`config.mk`:
```
export PLATFORM = sky130hd
export DESIGN_NAME = ris_irq_ctrl
export DESIGN_NICKNAME = d
export VERILOG_FILES = /design/src/inc/ris_pkg.sv /design/src/rtl/ris_spi_port.sv /design/src/rtl/ris_settle_timer.sv /design/src/rtl/ris_irq_ctrl.sv
export SDC_FILE = /design/constraint.sdc
export NUM_CORES = 1
export LEC_CHECK = 0
export BUFFER_PORTS_ARGS = -buffer_cell sky130_fd_sc_hd__buf_2
export CORE_ASPECT_RATIO = 1.25
export CORE_MARGIN = 2
export CORE_UTILIZATION = 64
export CTS_CLUSTER_SIZE = 40
export DETAILED_ROUTE_END_ITERATION = 10
export GPL_ROUTABILITY_DRIVEN = 0
export PLACE_DENSITY = 0.92
export REMOVE_ABC_BUFFERS = 1
export SLEW_MARGIN = 10
export SYNTH_ARGS = -nofsm -noshare
export SYNTH_HDL_FRONTEND = slang
export SYNTH_SLANG_ARGS = --single-unit
export TNS_END_PERCENT = 1
```
`constraint.sdc`:
```
create_clock -name ref_clk_i -period 3.4 [get_ports ref_clk_i]
set_input_delay 0.17 -clock ref_clk_i [delete_from_list [all_inputs] [get_ports ref_clk_i]]
set_output_delay 0.17 -clock ref_clk_i [all_outputs]
set_load 0.01 [all_outputs]
```
`src/inc/ris_pkg.sv`:
```
// shared constants for the receiver interrupt, status and mode control block
package ris_pkg;
  // register addresses on the serial port
  localparam logic [6:0] ADDR_STATUS_FIRST = 7'h03;
  localparam logic [6:0] ADDR_STATUS_SECOND = 7'h04;
  localparam logic [6:0] ADDR_ENABLE_FIRST = 7'h05;
  localparam logic [6:0] ADDR_ENABLE_SECOND = 7'h06;
  localparam logic [6:0] ADDR_MODE_FIRST = 7'h07;
  // values after reset and implemented-bit masks
  localparam logic [7:0] STATUS_FIRST_RESET = 8'h00;
  localparam logic [7:0] STATUS_SECOND_RESET = 8'h01;
  localparam logic [7:0] ENABLE_FIRST_RESET = 8'h00;
  localparam logic [3:0] ENABLE_SECOND_RESET = 4'h3;
  localparam logic [7:0] MODE_FIRST_RESET = 8'h01;
  localparam logic [7:0] ENABLE_FIRST_MASK = 8'h9B;
  localparam logic [7:0] STATUS_FIRST_MASK = 8'h9B;
  localparam logic [7:0] MODE_FIRST_MASK = 8'h77;
  // second status group bit positions
  localparam int BIT_SYNC = 7;
  localparam int BIT_PRE_VALID = 6;
  localparam int BIT_PRE_INVALID = 5;
  localparam int BIT_RSSI = 4;
  localparam int BIT_WAKE = 3;
  localparam int BIT_LOW_BATT = 2;
  localparam int BIT_READY = 1;
  localparam int BIT_POWER_ON = 0;
  // first status group bit positions
  localparam int BIT_FIFO_ERR = 7;
  localparam int BIT_ALMOST_FULL = 4;
  localparam int BIT_EXTERNAL = 3;
  localparam int BIT_PKT_VALID = 1;
  localparam int BIT_CRC_ERR = 0;
  // first mode control bit positions
  localparam int BIT_SOFT_RESET = 7;
  localparam int BIT_LOW_BATT_EN = 6;
  localparam int BIT_WAKE_EN = 5;
  localparam int BIT_SLOW_CLK_SEL = 4;
  localparam int BIT_RX_ON = 2;
  localparam int BIT_PLL_HOLD = 1;
  localparam int BIT_XTAL_ON = 0;
  // timing
  localparam int CLK_PERIOD_NS = 50;
  localparam int XTAL_SETTLE_NS = 600000;
  localparam int XTAL_SETTLE_CYCLES = (XTAL_SETTLE_NS + CLK_PERIOD_NS - 1) / CLK_PERIOD_NS;
  // serial frame: r/w bit, 7 address bits, 8 data bits
  localparam logic [3:0] SPI_LAST_ADDR_BIT = 4'h7;
  localparam logic [3:0] SPI_LAST_BIT = 4'hF;
endpackage

```
`src/rtl/ris_spi_port.sv`:
```
// serial register port: frame decode into read and write strobes
`timescale 1ns/10ps
module ris_spi_port (
  // clock and reset
  input wire logic ref_clk_i,
  input wire logic resetn_i,
  // serial pins
  input wire logic spi_sclk_i,
  input wire logic spi_sel_n_i,
  input wire logic spi_sdi_i,
  output logic spi_sdo_o,
  output logic spi_sdo_oe_n_o,
  // register side
  output logic rd_stb_o,
  output logic wr_stb_o,
  output logic [6:0] addr_o,
  output logic [7:0] wdata_o,
  input wire logic [7:0] rdata_i
);
  typedef struct packed {
    logic [2:0] sclk_s;
    logic [1:0] sel_s;
    logic [1:0] sdi_s;
    logic [3:0] cnt;
    logic [7:0] shin;
    logic write;
    logic [6:0] addr;
    logic [7:0] txsh;
    logic sdo;
    logic rd_stb;
    logic wr_stb;
    logic [7:0] wdata;
  } ris_spi_s;

  localparam ris_spi_s SPI_RESET = '{sclk_s: 3'h0, sel_s: 2'h3, sdi_s: 2'h0, cnt: 4'h0,
    shin: 8'h00, write: 1'b0, addr: 7'h00, txsh: 8'h00, sdo: 1'b0, rd_stb: 1'b0,
    wr_stb: 1'b0, wdata: 8'h00};

  ris_spi_s st;
  ris_spi_s next_st;
  logic sel;
  logic rise;
  logic fall;

  // edges come from the second and third stages only
  assign sel = ~st.sel_s[1];
  assign rise = st.sclk_s[1] & ~st.sclk_s[2];
  assign fall = ~st.sclk_s[1] & st.sclk_s[2];

  always_comb
  begin
    next_st = st;
    next_st.sclk_s = {st.sclk_s[1:0], spi_sclk_i};
    next_st.sel_s = {st.sel_s[0], spi_sel_n_i};
    next_st.sdi_s = {st.sdi_s[0], spi_sdi_i};
    next_st.rd_stb = 1'b0;
    next_st.wr_stb = 1'b0;
    if (!sel)
    begin
      next_st.cnt = 4'h0;
    end
    else if (rise)
    begin
      next_st.shin = {st.shin[6:0], st.sdi_s[1]};
      next_st.cnt = st.cnt + 4'h1;
      if (st.cnt == ris_pkg::SPI_LAST_ADDR_BIT)
      begin
        next_st.write = st.shin[6];
        next_st.addr = {st.shin[5:0], st.sdi_s[1]};
        next_st.rd_stb = ~st.shin[6];
      end
      if (st.cnt == ris_pkg::SPI_LAST_BIT && st.write)
      begin
        next_st.wr_stb = 1'b1;
        next_st.wdata = {st.shin[6:0], st.sdi_s[1]};
      end
    end
    else if (fall && !st.write && st.cnt[3])
    begin
      next_st.sdo = st.txsh[7];
      next_st.txsh = {st.txsh[6:0], 1'b0};
    end
    // read data is captured before the read-clear lands
    if (st.rd_stb)
    begin
      next_st.txsh = rdata_i;
    end
  end

  always_ff @(posedge ref_clk_i or negedge resetn_i)
  begin
    if (!resetn_i)
    begin
      st <= SPI_RESET;
    end
    else
    begin
      st <= next_st;
    end
  end

  assign spi_sdo_o = st.sdo;
  assign spi_sdo_oe_n_o = ~(sel & ~st.write & st.cnt[3]);
  assign rd_stb_o = st.rd_stb;
  assign wr_stb_o = st.wr_stb;
  assign addr_o = st.addr;
  assign wdata_o = st.wdata;
endmodule

```
`src/rtl/ris_settle_timer.sv`:
```
// crystal settling counter that drives the module-ready flag
`timescale 1ns/10ps
module ris_settle_timer #(
  parameter int CYCLES = ris_pkg::XTAL_SETTLE_CYCLES
) (
  // clock and reset
  input wire logic ref_clk_i,
  input wire logic resetn_i,
  // control and result
  input wire logic run_i,
  output logic ready_o
);
  localparam int CW = $clog2(CYCLES + 1);
  localparam logic [CW-1:0] LAST = CW'(CYCLES - 1);

  typedef struct packed {
    logic [CW-1:0] count;
    logic ready;
  } ris_settle_s;

  ris_settle_s st;
  ris_settle_s next_st;

  always_comb
  begin
    next_st = st;
    if (!run_i)
    begin
      next_st.count = '0;
      next_st.ready = 1'b0;
    end
    else if (!st.ready)
    begin
      if (st.count == LAST)
      begin
        next_st.ready = 1'b1;
      end
      else
      begin
        next_st.count = st.count + 1'b1;
      end
    end
  end

  always_ff @(posedge ref_clk_i or negedge resetn_i)
  begin
    if (!resetn_i)
    begin
      st <= '0;
    end
    else
    begin
      st <= next_st;
    end
  end

  assign ready_o = st.ready;
endmodule

```
`src/rtl/ris_irq_ctrl.sv`:
```
// interrupt status, interrupt enables and first mode control of the receiver
`timescale 1ns/10ps
module ris_irq_ctrl #(
  parameter int SETTLE_CYCLES = ris_pkg::XTAL_SETTLE_CYCLES
) (
  // clock and reset
  input wire logic ref_clk_i,
  input wire logic resetn_i,
  // serial register pins
  input wire logic spi_sclk_i,
  input wire logic spi_sel_n_i,
  input wire logic spi_sdi_i,
  output logic spi_sdo_o,
  output logic spi_sdo_oe_n_o,
  // receive events, second group
  input wire logic sync_found_i,
  input wire logic packet_done_i,
  input wire logic preamble_found_i,
  input wire logic sync_timeout_i,
  input wire logic preamble_invalid_i,
  input wire logic rssi_above_i,
  input wire logic wake_expired_i,
  input wire logic low_batt_event_i,
  // receive events, first group
  input wire logic fifo_error_i,
  input wire logic fifo_reset_i,
  input wire logic rx_almost_full_i,
  input wire logic external_event_i,
  input wire logic packet_valid_i,
  input wire logic crc_error_i,
  // configuration held elsewhere
  input wire logic preamble_detect_mode_i,
  input wire logic rssi_irq_mode_i,
  input wire logic multi_packet_rx_i,
  // interrupt pin and mode outputs
  output logic irq_request_n_o,
  output logic low_batt_enable_o,
  output logic wake_timer_enable_o,
  output logic slow_clock_source_sel_o,
  output logic rx_on_o,
  output logic pll_hold_o,
  output logic xtal_on_o,
  output logic module_ready_o
);
  typedef struct packed {
    logic [7:0] status_first;
    logic [7:0] status_second;
    logic [7:0] enable_first;
    logic [3:0] enable_second;
    logic [7:0] mode_first;
    logic rssi_d;
    logic almost_full_d;
    logic ready_d;
    logic irq_n;
  } ris_ctrl_s;

  localparam ris_ctrl_s CTRL_RESET = '{status_first: ris_pkg::STATUS_FIRST_RESET,
    status_second: ris_pkg::STATUS_SECOND_RESET, enable_first: ris_pkg::ENABLE_FIRST_RESET,
    enable_second: ris_pkg::ENABLE_SECOND_RESET, mode_first: ris_pkg::MODE_FIRST_RESET,
    rssi_d: 1'b0, almost_full_d: 1'b0, ready_d: 1'b0, irq_n: 1'b1};

  ris_ctrl_s st;
  ris_ctrl_s next_st;
  logic rd_stb;
  logic wr_stb;
  logic [6:0] addr;
  logic [7:0] wdata;
  logic [7:0] rdata;
  logic [7:0] en_first;
  logic [7:0] en_second;
  logic [7:0] set_first;
  logic [7:0] clr_first;
  logic [7:0] set_second;
  logic [7:0] clr_second;
  logic rd_first;
  logic rd_second;
  logic mode_write;
  logic soft_reset;
  logic xtal_run;
  logic ready;

  ris_spi_port u_spi (
    .ref_clk_i(ref_clk_i),
    .resetn_i(resetn_i),
    .spi_sclk_i(spi_sclk_i),
    .spi_sel_n_i(spi_sel_n_i),
    .spi_sdi_i(spi_sdi_i),
    .spi_sdo_o(spi_sdo_o),
    .spi_sdo_oe_n_o(spi_sdo_oe_n_o),
    .rd_stb_o(rd_stb),
    .wr_stb_o(wr_stb),
    .addr_o(addr),
    .wdata_o(wdata),
    .rdata_i(rdata)
  );

  // crystal runs in ready, tune or receive; idle drops it and the ready flag
  assign xtal_run = st.mode_first[ris_pkg::BIT_XTAL_ON] | st.mode_first[ris_pkg::BIT_PLL_HOLD]
    | st.mode_first[ris_pkg::BIT_RX_ON];
  ris_settle_timer #(
    .CYCLES(SETTLE_CYCLES)
  ) u_settle (
    .ref_clk_i(ref_clk_i),
    .resetn_i(resetn_i),
    .run_i(xtal_run),
    .ready_o(ready)
  );

  assign en_first = st.enable_first & ris_pkg::ENABLE_FIRST_MASK;
  // upper four enables cannot be written; preamble ones follow the mode flag
  assign en_second = {{3{preamble_detect_mode_i}}, rssi_irq_mode_i,
    st.enable_second};
  assign rd_first = rd_stb && addr == ris_pkg::ADDR_STATUS_FIRST;
  assign rd_second = rd_stb && addr == ris_pkg::ADDR_STATUS_SECOND;
  assign mode_write = wr_stb && addr == ris_pkg::ADDR_MODE_FIRST;
  assign soft_reset = mode_write && wdata[ris_pkg::BIT_SOFT_RESET];

  always_comb
  begin
    set_second = 8'h00;
    clr_second = 8'h00;
    set_second[ris_pkg::BIT_SYNC] = sync_found_i;
    clr_second[ris_pkg::BIT_SYNC] = packet_done_i;
    set_second[ris_pkg::BIT_PRE_VALID] = preamble_found_i;
    clr_second[ris_pkg::BIT_PRE_VALID] = sync_found_i | sync_timeout_i;
    // masked pulse sources would be invisible if latched forever
    set_second[ris_pkg::BIT_PRE_INVALID] = preamble_invalid_i;
    clr_second[ris_pkg::BIT_PRE_INVALID] = ~en_second[ris_pkg::BIT_PRE_INVALID];
    set_second[ris_pkg::BIT_RSSI] = rssi_above_i & ~st.rssi_d;
    clr_second[ris_pkg::BIT_RSSI] = ~rssi_above_i & st.rssi_d;
    set_second[ris_pkg::BIT_WAKE] = wake_expired_i
      & st.mode_first[ris_pkg::BIT_WAKE_EN];
    clr_second[ris_pkg::BIT_WAKE] = ~en_second[ris_pkg::BIT_WAKE];
    set_second[ris_pkg::BIT_LOW_BATT] = low_batt_event_i
      & st.mode_first[ris_pkg::BIT_LOW_BATT_EN];
    set_second[ris_pkg::BIT_READY] = ready & ~st.ready_d;
    clr_second[ris_pkg::BIT_READY] = ~ready;
    set_first = 8'h00;
    clr_first = ~ris_pkg::STATUS_FIRST_MASK;
    set_first[ris_pkg::BIT_FIFO_ERR] = fifo_error_i;
    clr_first[ris_pkg::BIT_FIFO_ERR] = fifo_reset_i;
    set_first[ris_pkg::BIT_ALMOST_FULL] = rx_almost_full_i & ~st.almost_full_d;
    clr_first[ris_pkg::BIT_ALMOST_FULL] = ~rx_almost_full_i & st.almost_full_d;
    set_first[ris_pkg::BIT_EXTERNAL] = external_event_i;
    set_first[ris_pkg::BIT_PKT_VALID] = packet_valid_i;
    clr_first[ris_pkg::BIT_PKT_VALID] = sync_found_i;
    set_first[ris_pkg::BIT_CRC_ERR] = crc_error_i;
    clr_first[ris_pkg::BIT_CRC_ERR] = sync_found_i;
  end

  always_comb
  begin
    next_st = st;
    next_st.rssi_d = rssi_above_i;
    next_st.almost_full_d = rx_almost_full_i;
    next_st.ready_d = ready;
    // set wins over both the event clear and the read clear
    for (int i = 0; i < 8; i++)
    begin
      next_st.status_first[i] = set_first[i] | (st.status_first[i] & ~clr_first[i]
        & ~(rd_first & en_first[i]));
      next_st.status_second[i] = set_second[i] | (st.status_second[i] & ~clr_second[i]
        & ~(rd_second & en_second[i]));
    end
    next_st.irq_n = ~|((st.status_first & en_first) | (st.status_second & en_second));
    if (packet_valid_i && !multi_packet_rx_i)
    begin
      next_st.mode_first[ris_pkg::BIT_RX_ON] = 1'b0;
    end
    if (wr_stb && addr == ris_pkg::ADDR_ENABLE_FIRST)
    begin
      next_st.enable_first = wdata & ris_pkg::ENABLE_FIRST_MASK;
    end
    if (wr_stb && addr == ris_pkg::ADDR_ENABLE_SECOND)
    begin
      next_st.enable_second = wdata[3:0];
    end
    if (mode_write)
    begin
      next_st.mode_first = wdata & ris_pkg::MODE_FIRST_MASK;
    end
    // the reset bit is never stored, so it reads back cleared
    if (soft_reset)
    begin
      next_st = CTRL_RESET;
    end
  end

  always_ff @(posedge ref_clk_i or negedge resetn_i)
  begin
    if (!resetn_i)
    begin
      st <= CTRL_RESET;
    end
    else
    begin
      st <= next_st;
    end
  end

  always_comb
  begin
    case (addr)
      ris_pkg::ADDR_STATUS_FIRST: rdata = st.status_first;
      ris_pkg::ADDR_STATUS_SECOND: rdata = st.status_second;
      ris_pkg::ADDR_ENABLE_FIRST: rdata = en_first;
      ris_pkg::ADDR_ENABLE_SECOND: rdata = en_second;
      ris_pkg::ADDR_MODE_FIRST: rdata = st.mode_first;
      default: rdata = 8'h00;
    endcase
  end

  assign irq_request_n_o = st.irq_n;
  assign low_batt_enable_o = st.mode_first[ris_pkg::BIT_LOW_BATT_EN];
  assign wake_timer_enable_o = st.mode_first[ris_pkg::BIT_WAKE_EN];
  assign slow_clock_source_sel_o = st.mode_first[ris_pkg::BIT_SLOW_CLK_SEL];
  assign rx_on_o = st.mode_first[ris_pkg::BIT_RX_ON];
  assign pll_hold_o = st.mode_first[ris_pkg::BIT_PLL_HOLD];
  assign xtal_on_o = st.mode_first[ris_pkg::BIT_XTAL_ON];
  assign module_ready_o = st.status_second[ris_pkg::BIT_READY];
endmodule

```
; After elaboration in Yosys (flattened, before gate mapping)
; Index checks and enable logic that the tools add are counted.
[word_totals]
register_bits = 101
in_bits = 22
out_inout_bits = 10
word_cells = 176
[op_classes]
n_addsub = 2
eq_ne = 12
mux = 20
bitwise_logic = 92
reduce_logical = 26
[ops]
columns = operator, n
row1 = bitwise AND 1 bit, 45
row2 = two-way mux 40 bit, 1
row3 = one-hot mux 8 bit (5 select lines), 1
row4 = two-way mux 8 bit, 4
row5 = two-way mux 15 bit, 2
row6 = inverter 1 bit, 29
row7 = "equality test 7 x 3 -> 1 bit, second input constant", 4
row8 = two-way mux 9 bit, 3
row9 = two-way mux 20 bit, 1
row10 = two-way mux 19 bit, 1
row11 = bitwise AND 8 bit, 2
row12 = bitwise OR 1 bit, 15
row13 = "adder 14 x 1 -> 14 bit, second input constant", 1
row14 = "equality test 14 bit, second input constant", 1
row15 = two-way mux 14 bit, 1
row16 = AND reduction 3 bit, 4
row17 = logical AND 1 bit, 10
row18 = two-way mux 10 bit, 1
row19 = nonzero test 2 bit, 5
row20 = two-way mux 4 bit, 2
row21 = bitwise OR 8 bit, 1
row22 = OR reduction 8 bit, 1
row23 = "equality test 7 x 2 -> 1 bit, second input constant", 1
row24 = "inequality test 2 bit, second input constant", 3
row25 = other kinds (8), 13

; Longest topological paths before layout
[depth]
ltp_word = 8
mapped_depth = 6
ltp_nobuf = 5

; Modules after synthesis
; Synthesis repeated with hierarchy kept, for this count alone.
[hier_totals]
hier_cells = 406
hier_area_um2 = 4521.8
[by_module_without_submodules]
columns = mod, instances, cells_each, area_per_inst_um2, seq_area_each_um2
row1 = ris_spi_port, 1, 141, 1899.3, 1128.6
row2 = ris_irq_ctrl, 1, 184, 1739.2, 807.0
row3 = ris_settle_timer, 1, 81, 883.3, 375.4

; Worst setup path before layout
; OpenSTA, ideal clock, no wires.
[synth_path]
kind = reg-to-reg
from = reg u_spi.st[42] (netlist name)
to = reg u_spi.st (netlist bit u_spi.spi_sdo_o)
setup_time_ps = 125
arrival_ps = 1698
t_required_ps = 3275
slack_ps = 1576
path_stages_with_launch = 6
n_path_buf = 2
period_less_slack_ps = 1824
cell_sequence = dfstp_2 buf_6 or3b_4 or3b_1 buf_6 mux2_4
[synth_via]
elab_chain_cells = 2
[synth_rtl]
columns = item, line_no
row1 = from (decl), ris_spi_port.sv:39  ; ris_spi_s st;
row2 = from (signal assigned), ris_spi_port.sv:98  ; st <= next_st;
row3 = inverter 1 bit (no line), --
row4 = AND reduction 3 bit (no line), --
; No other way between the ends.
; A chain may end at the register's enable or synchronous reset.

==> summary.md <==
| Metric | Value |
|---|---|
| Final worst setup slack | `1.38 ns` |
| Worst Setup End Kind | `flop` |
| Mean Syn Cell Area | `between 10 and 15 sq um` |
| #FFs+latches synth | `92` |
| Endpoints failing setup | `0` |
| Hold Slack | `-0.0295 ns` |
| TNS Setup | `0 ns` |
| Max Freq | `495 MHz` |
| Final Hold Fails | `22` |
| Power per standard cell area | `roughly 450 mW/mm^2` |
| Reg2reg start | `u_spi.addr_o[1]$_DFFE_PN0P_` |
| Via count of the first global-routing pass | `between 3000 and 4000` |
| DP Worst Slack | `around 1.4 ns` |
| Antenna diodes | `0` |
| Drt wl/cell | `about 18 microns` |
| CP Class | `reg -> reg` |
| FFs w/ async S/R, synth | `1.00` |
| Layout cells sized above 1 | `0.217` |
| GRT Total Usage | `0.259` |
| Largest net degree at the start of global routing | `87` |
| # clock sinks | `about 90` |
| Layout Nets | `between 400 and 500` |
| Hold Crit Class | `in -> async` |
| Final core utilization | `0.724` |
| CP endpoint | `module_ready_o$_DFF_PN0_` |
| Startpoint Class | `flop` |
| Crit path cell chain | `and2_1 -> and4_1 -> nor2_1 -> a21boi_0` |
| R2r setup slk | `approximately 1.4 ns` |
| Worst R2R Path Depth | `4` |
| Core area | `0.00648 sq mm` |
| Die footprint | `around 0.0073 sq mm` |
| IO Port Bufs | `31` |
| Maximum fanout along the worst path | `17` |
| Post-Synthesis Cells | `roughly 380` |
| DR vias/cell | `between 6 and 7` |
| Reg2reg end | `module_ready_o$_DFF_PN0_` |
| Drt drc | `0` |
| CTS Root Cell | `clkbuf_8` |
| Grt ovf | `0` |
| Leak | `approximately 2.1 nW` |
| Chip width | `~77 microns` |
| Worst Setup SP | `u_spi.addr_o[1]$_DFFE_PN0P_` |
| Area grow syn2layout | `10.8%` |
| Multi-input logic area | `approximately 0.0018 sq mm` |
| Post-DRT Antenna Nets | `0` |
| Period minus WS final | `2.02 ns` |
| Commonest non-fill, non-tap cell in the layout | `dfrtp_1` |
| Arrival time of the worst setup path | `between 2 and 2.5 ns` |
| Top Ports | `32` |
| Slew HR | `0.314` |
| Fin Clk Skew | `about 0.016 ns` |
| Max Cap Viol | `0` |
| H-tree depth | `3` |
| Share of the yosys chip area belonging to registers | `0.545` |
| First-pass GRT wire length | `14600 microns` |
| Failing checks | `negative hold slack` |
| Unrepaired setup endpoints after global routing | `false` |
| Post-DP HPWL | `about 6000 microns` |
| Slowest stage delay, CP | `0.64 ns` |
| Fill count | `around 430` |
| DRT Pass-1 Iters | `5` |
| Worst vdd ir | `just over 0.3 mV` |
| CTS tree | `done` |
| Initial Util | `0.654` |
| WP data required | `approximately 3.6 ns` |
| Number of buffers created by CTS | `9` |
| Routed WL | `~8800 microns` |
| Slew @ Worst Pin | `between 1 and 1.5 ns` |
| Status | `complete, but fails checks` |
| Die H | `95.0 microns` |
| Initial antenna violation count | `0` |
| Mapped cell area | `0.00424 sq mm` |
| # Post-CTS Setup Buffers | `0` |
| Clock Tree Buf Depth | `2` |
| Slew Limit Fails | `0` |
| Most frequent cells in the layout | `85 x dfrtp_1, 30 x buf_2, 29 x nor2_1, 26 x nand2_1, 25 x mux2_2` |
| Synthesis Warnings | `0` |
| Post-synthesis cell type count | `55` |
| CP top delay family | `simple AND/OR/NAND/NOR gates` |
| CTS clock-pin slew for the worst setup and hold paths | `0.08 ns` |
| Main synth FF type | `dfrtp_1` |
| Rows | `33` |
| Initial DRC count | `just over 300` |
| Buf/Inv on CP | `0` |
| Worst path slowest cell | `dfrtp_1` |
| Period utilization | `0.594` |
| Detailed-route via count | `approximately 3100` |
| WP depth | `4` |
| Seq. cell area | `between 0.002 and 0.0025 sq mm` |
| Post-synth EDFFs | `0` |
| Skew-Pair Late Insertion Delay | `0.36 ns` |
==> kinds of logic after synthesis <==
kind of cell	Yosys count	share of synthesized area
AO/OA/AOI/OAI	67	0.105
XOR/XNOR	9	0.0186
adder cells (fa/ha/maj)	2	0.00591
buffers and inverters	29	0.0298
flip-flops	92	0.545
multiplexers	44	0.113
AND/OR/NAND/NOR	135	0.183
==> cell usage after synthesis (all sizes together) (7+ instances only) <==
library cell  instances  area [sq um]
dfrtp                85          2130
nor2                 31           126
mux2                 26           297
nand2                26          97.6
mux2i                18           180
a21oi                17          85.1
clkbuf               13          48.8
inv                  12          45.0
nand2b               12          75.1
o21ai                10          50.1
nand3                 9          50.1
nand4                 9          56.3
a22oi                 8          60.1
dfstp                 7           184
nor2b                 7          43.8
nor3                  7          35.0
==> power breakdown <==
group / internal [mW] / switching (mW)
Sequential: 1.14 / 0.0507
Clock: 0.435 / 0.366
Combinational: 0.0548 / 0.0515
Total: 1.63 / 0.468
==> registers in the layout, summed over array words and instances, names as in the netlist, 4 cells and up <==
register and count:
en_first 5, en_second 4, st 15, u_settle.st 14, u_spi.addr_o 7, u_spi.next_st 4
u_spi.st 23, u_spi.wdata_o 8
==> worst min path at each step <==
| stage | startpoint | to | slack, ns |
|---|---|---|---|
| global route | fifo_error_i | st[39]$_DFF_PN0_ | 0.02 |
| finish | resetn_i | st[3]$_DFF_PN0_ | -0.03 |
| floorplan | resetn_i | en_first[0]$_DFFE_PN0P_ | -0.13 |
| global placement | spi_sel_n_i | u_spi.next_st[42]$_DFF_PN1_ | 0.28 |
| CTS | fifo_error_i | st[39]$_DFF_PN0_ | 0.01 |
| detailed placement | spi_sel_n_i | u_spi.next_st[42]$_DFF_PN1_ | 0.28 |
==> through the flow <==
step                      area (sq um)  std cells  total power [mW]
final                             4690        501              2.10
after global routing              4690        501              2.17
after CTS                         4690        501              2.11
after detailed placement          4440        482              1.32
after global placement            4440        482              1.31
after floorplan                   4160        361              1.25
==> timing repair <==
item                                   CTS  global route
hold buffers                             3             0
resized for setup                        0             0
endpoints found under the hold margin    3             0
==> layer usage <==
layer / GRT usage / wire [microns] / vias up
li1: - / - / 1418
met1: 0.317 / 3660 / 1542
met2: 0.429 / 4350 / 125
met3: 0.0526 / 532 / 27
met4: 0.152 / 279 / 0
met5: 0 / 0 / -
==> cell type report <==
class / instances / area share
sequential: 92 / 0.492
multi-input combinational: 257 / 0.383
timing repair buffer: 37 / 0.0448
clock buffer: 12 / 0.0309
tap: 87 / 0.0232
clock inverter: 4 / 0.0157
inverter: 12 / 0.00960
Power figures use the tool's default switching activity.
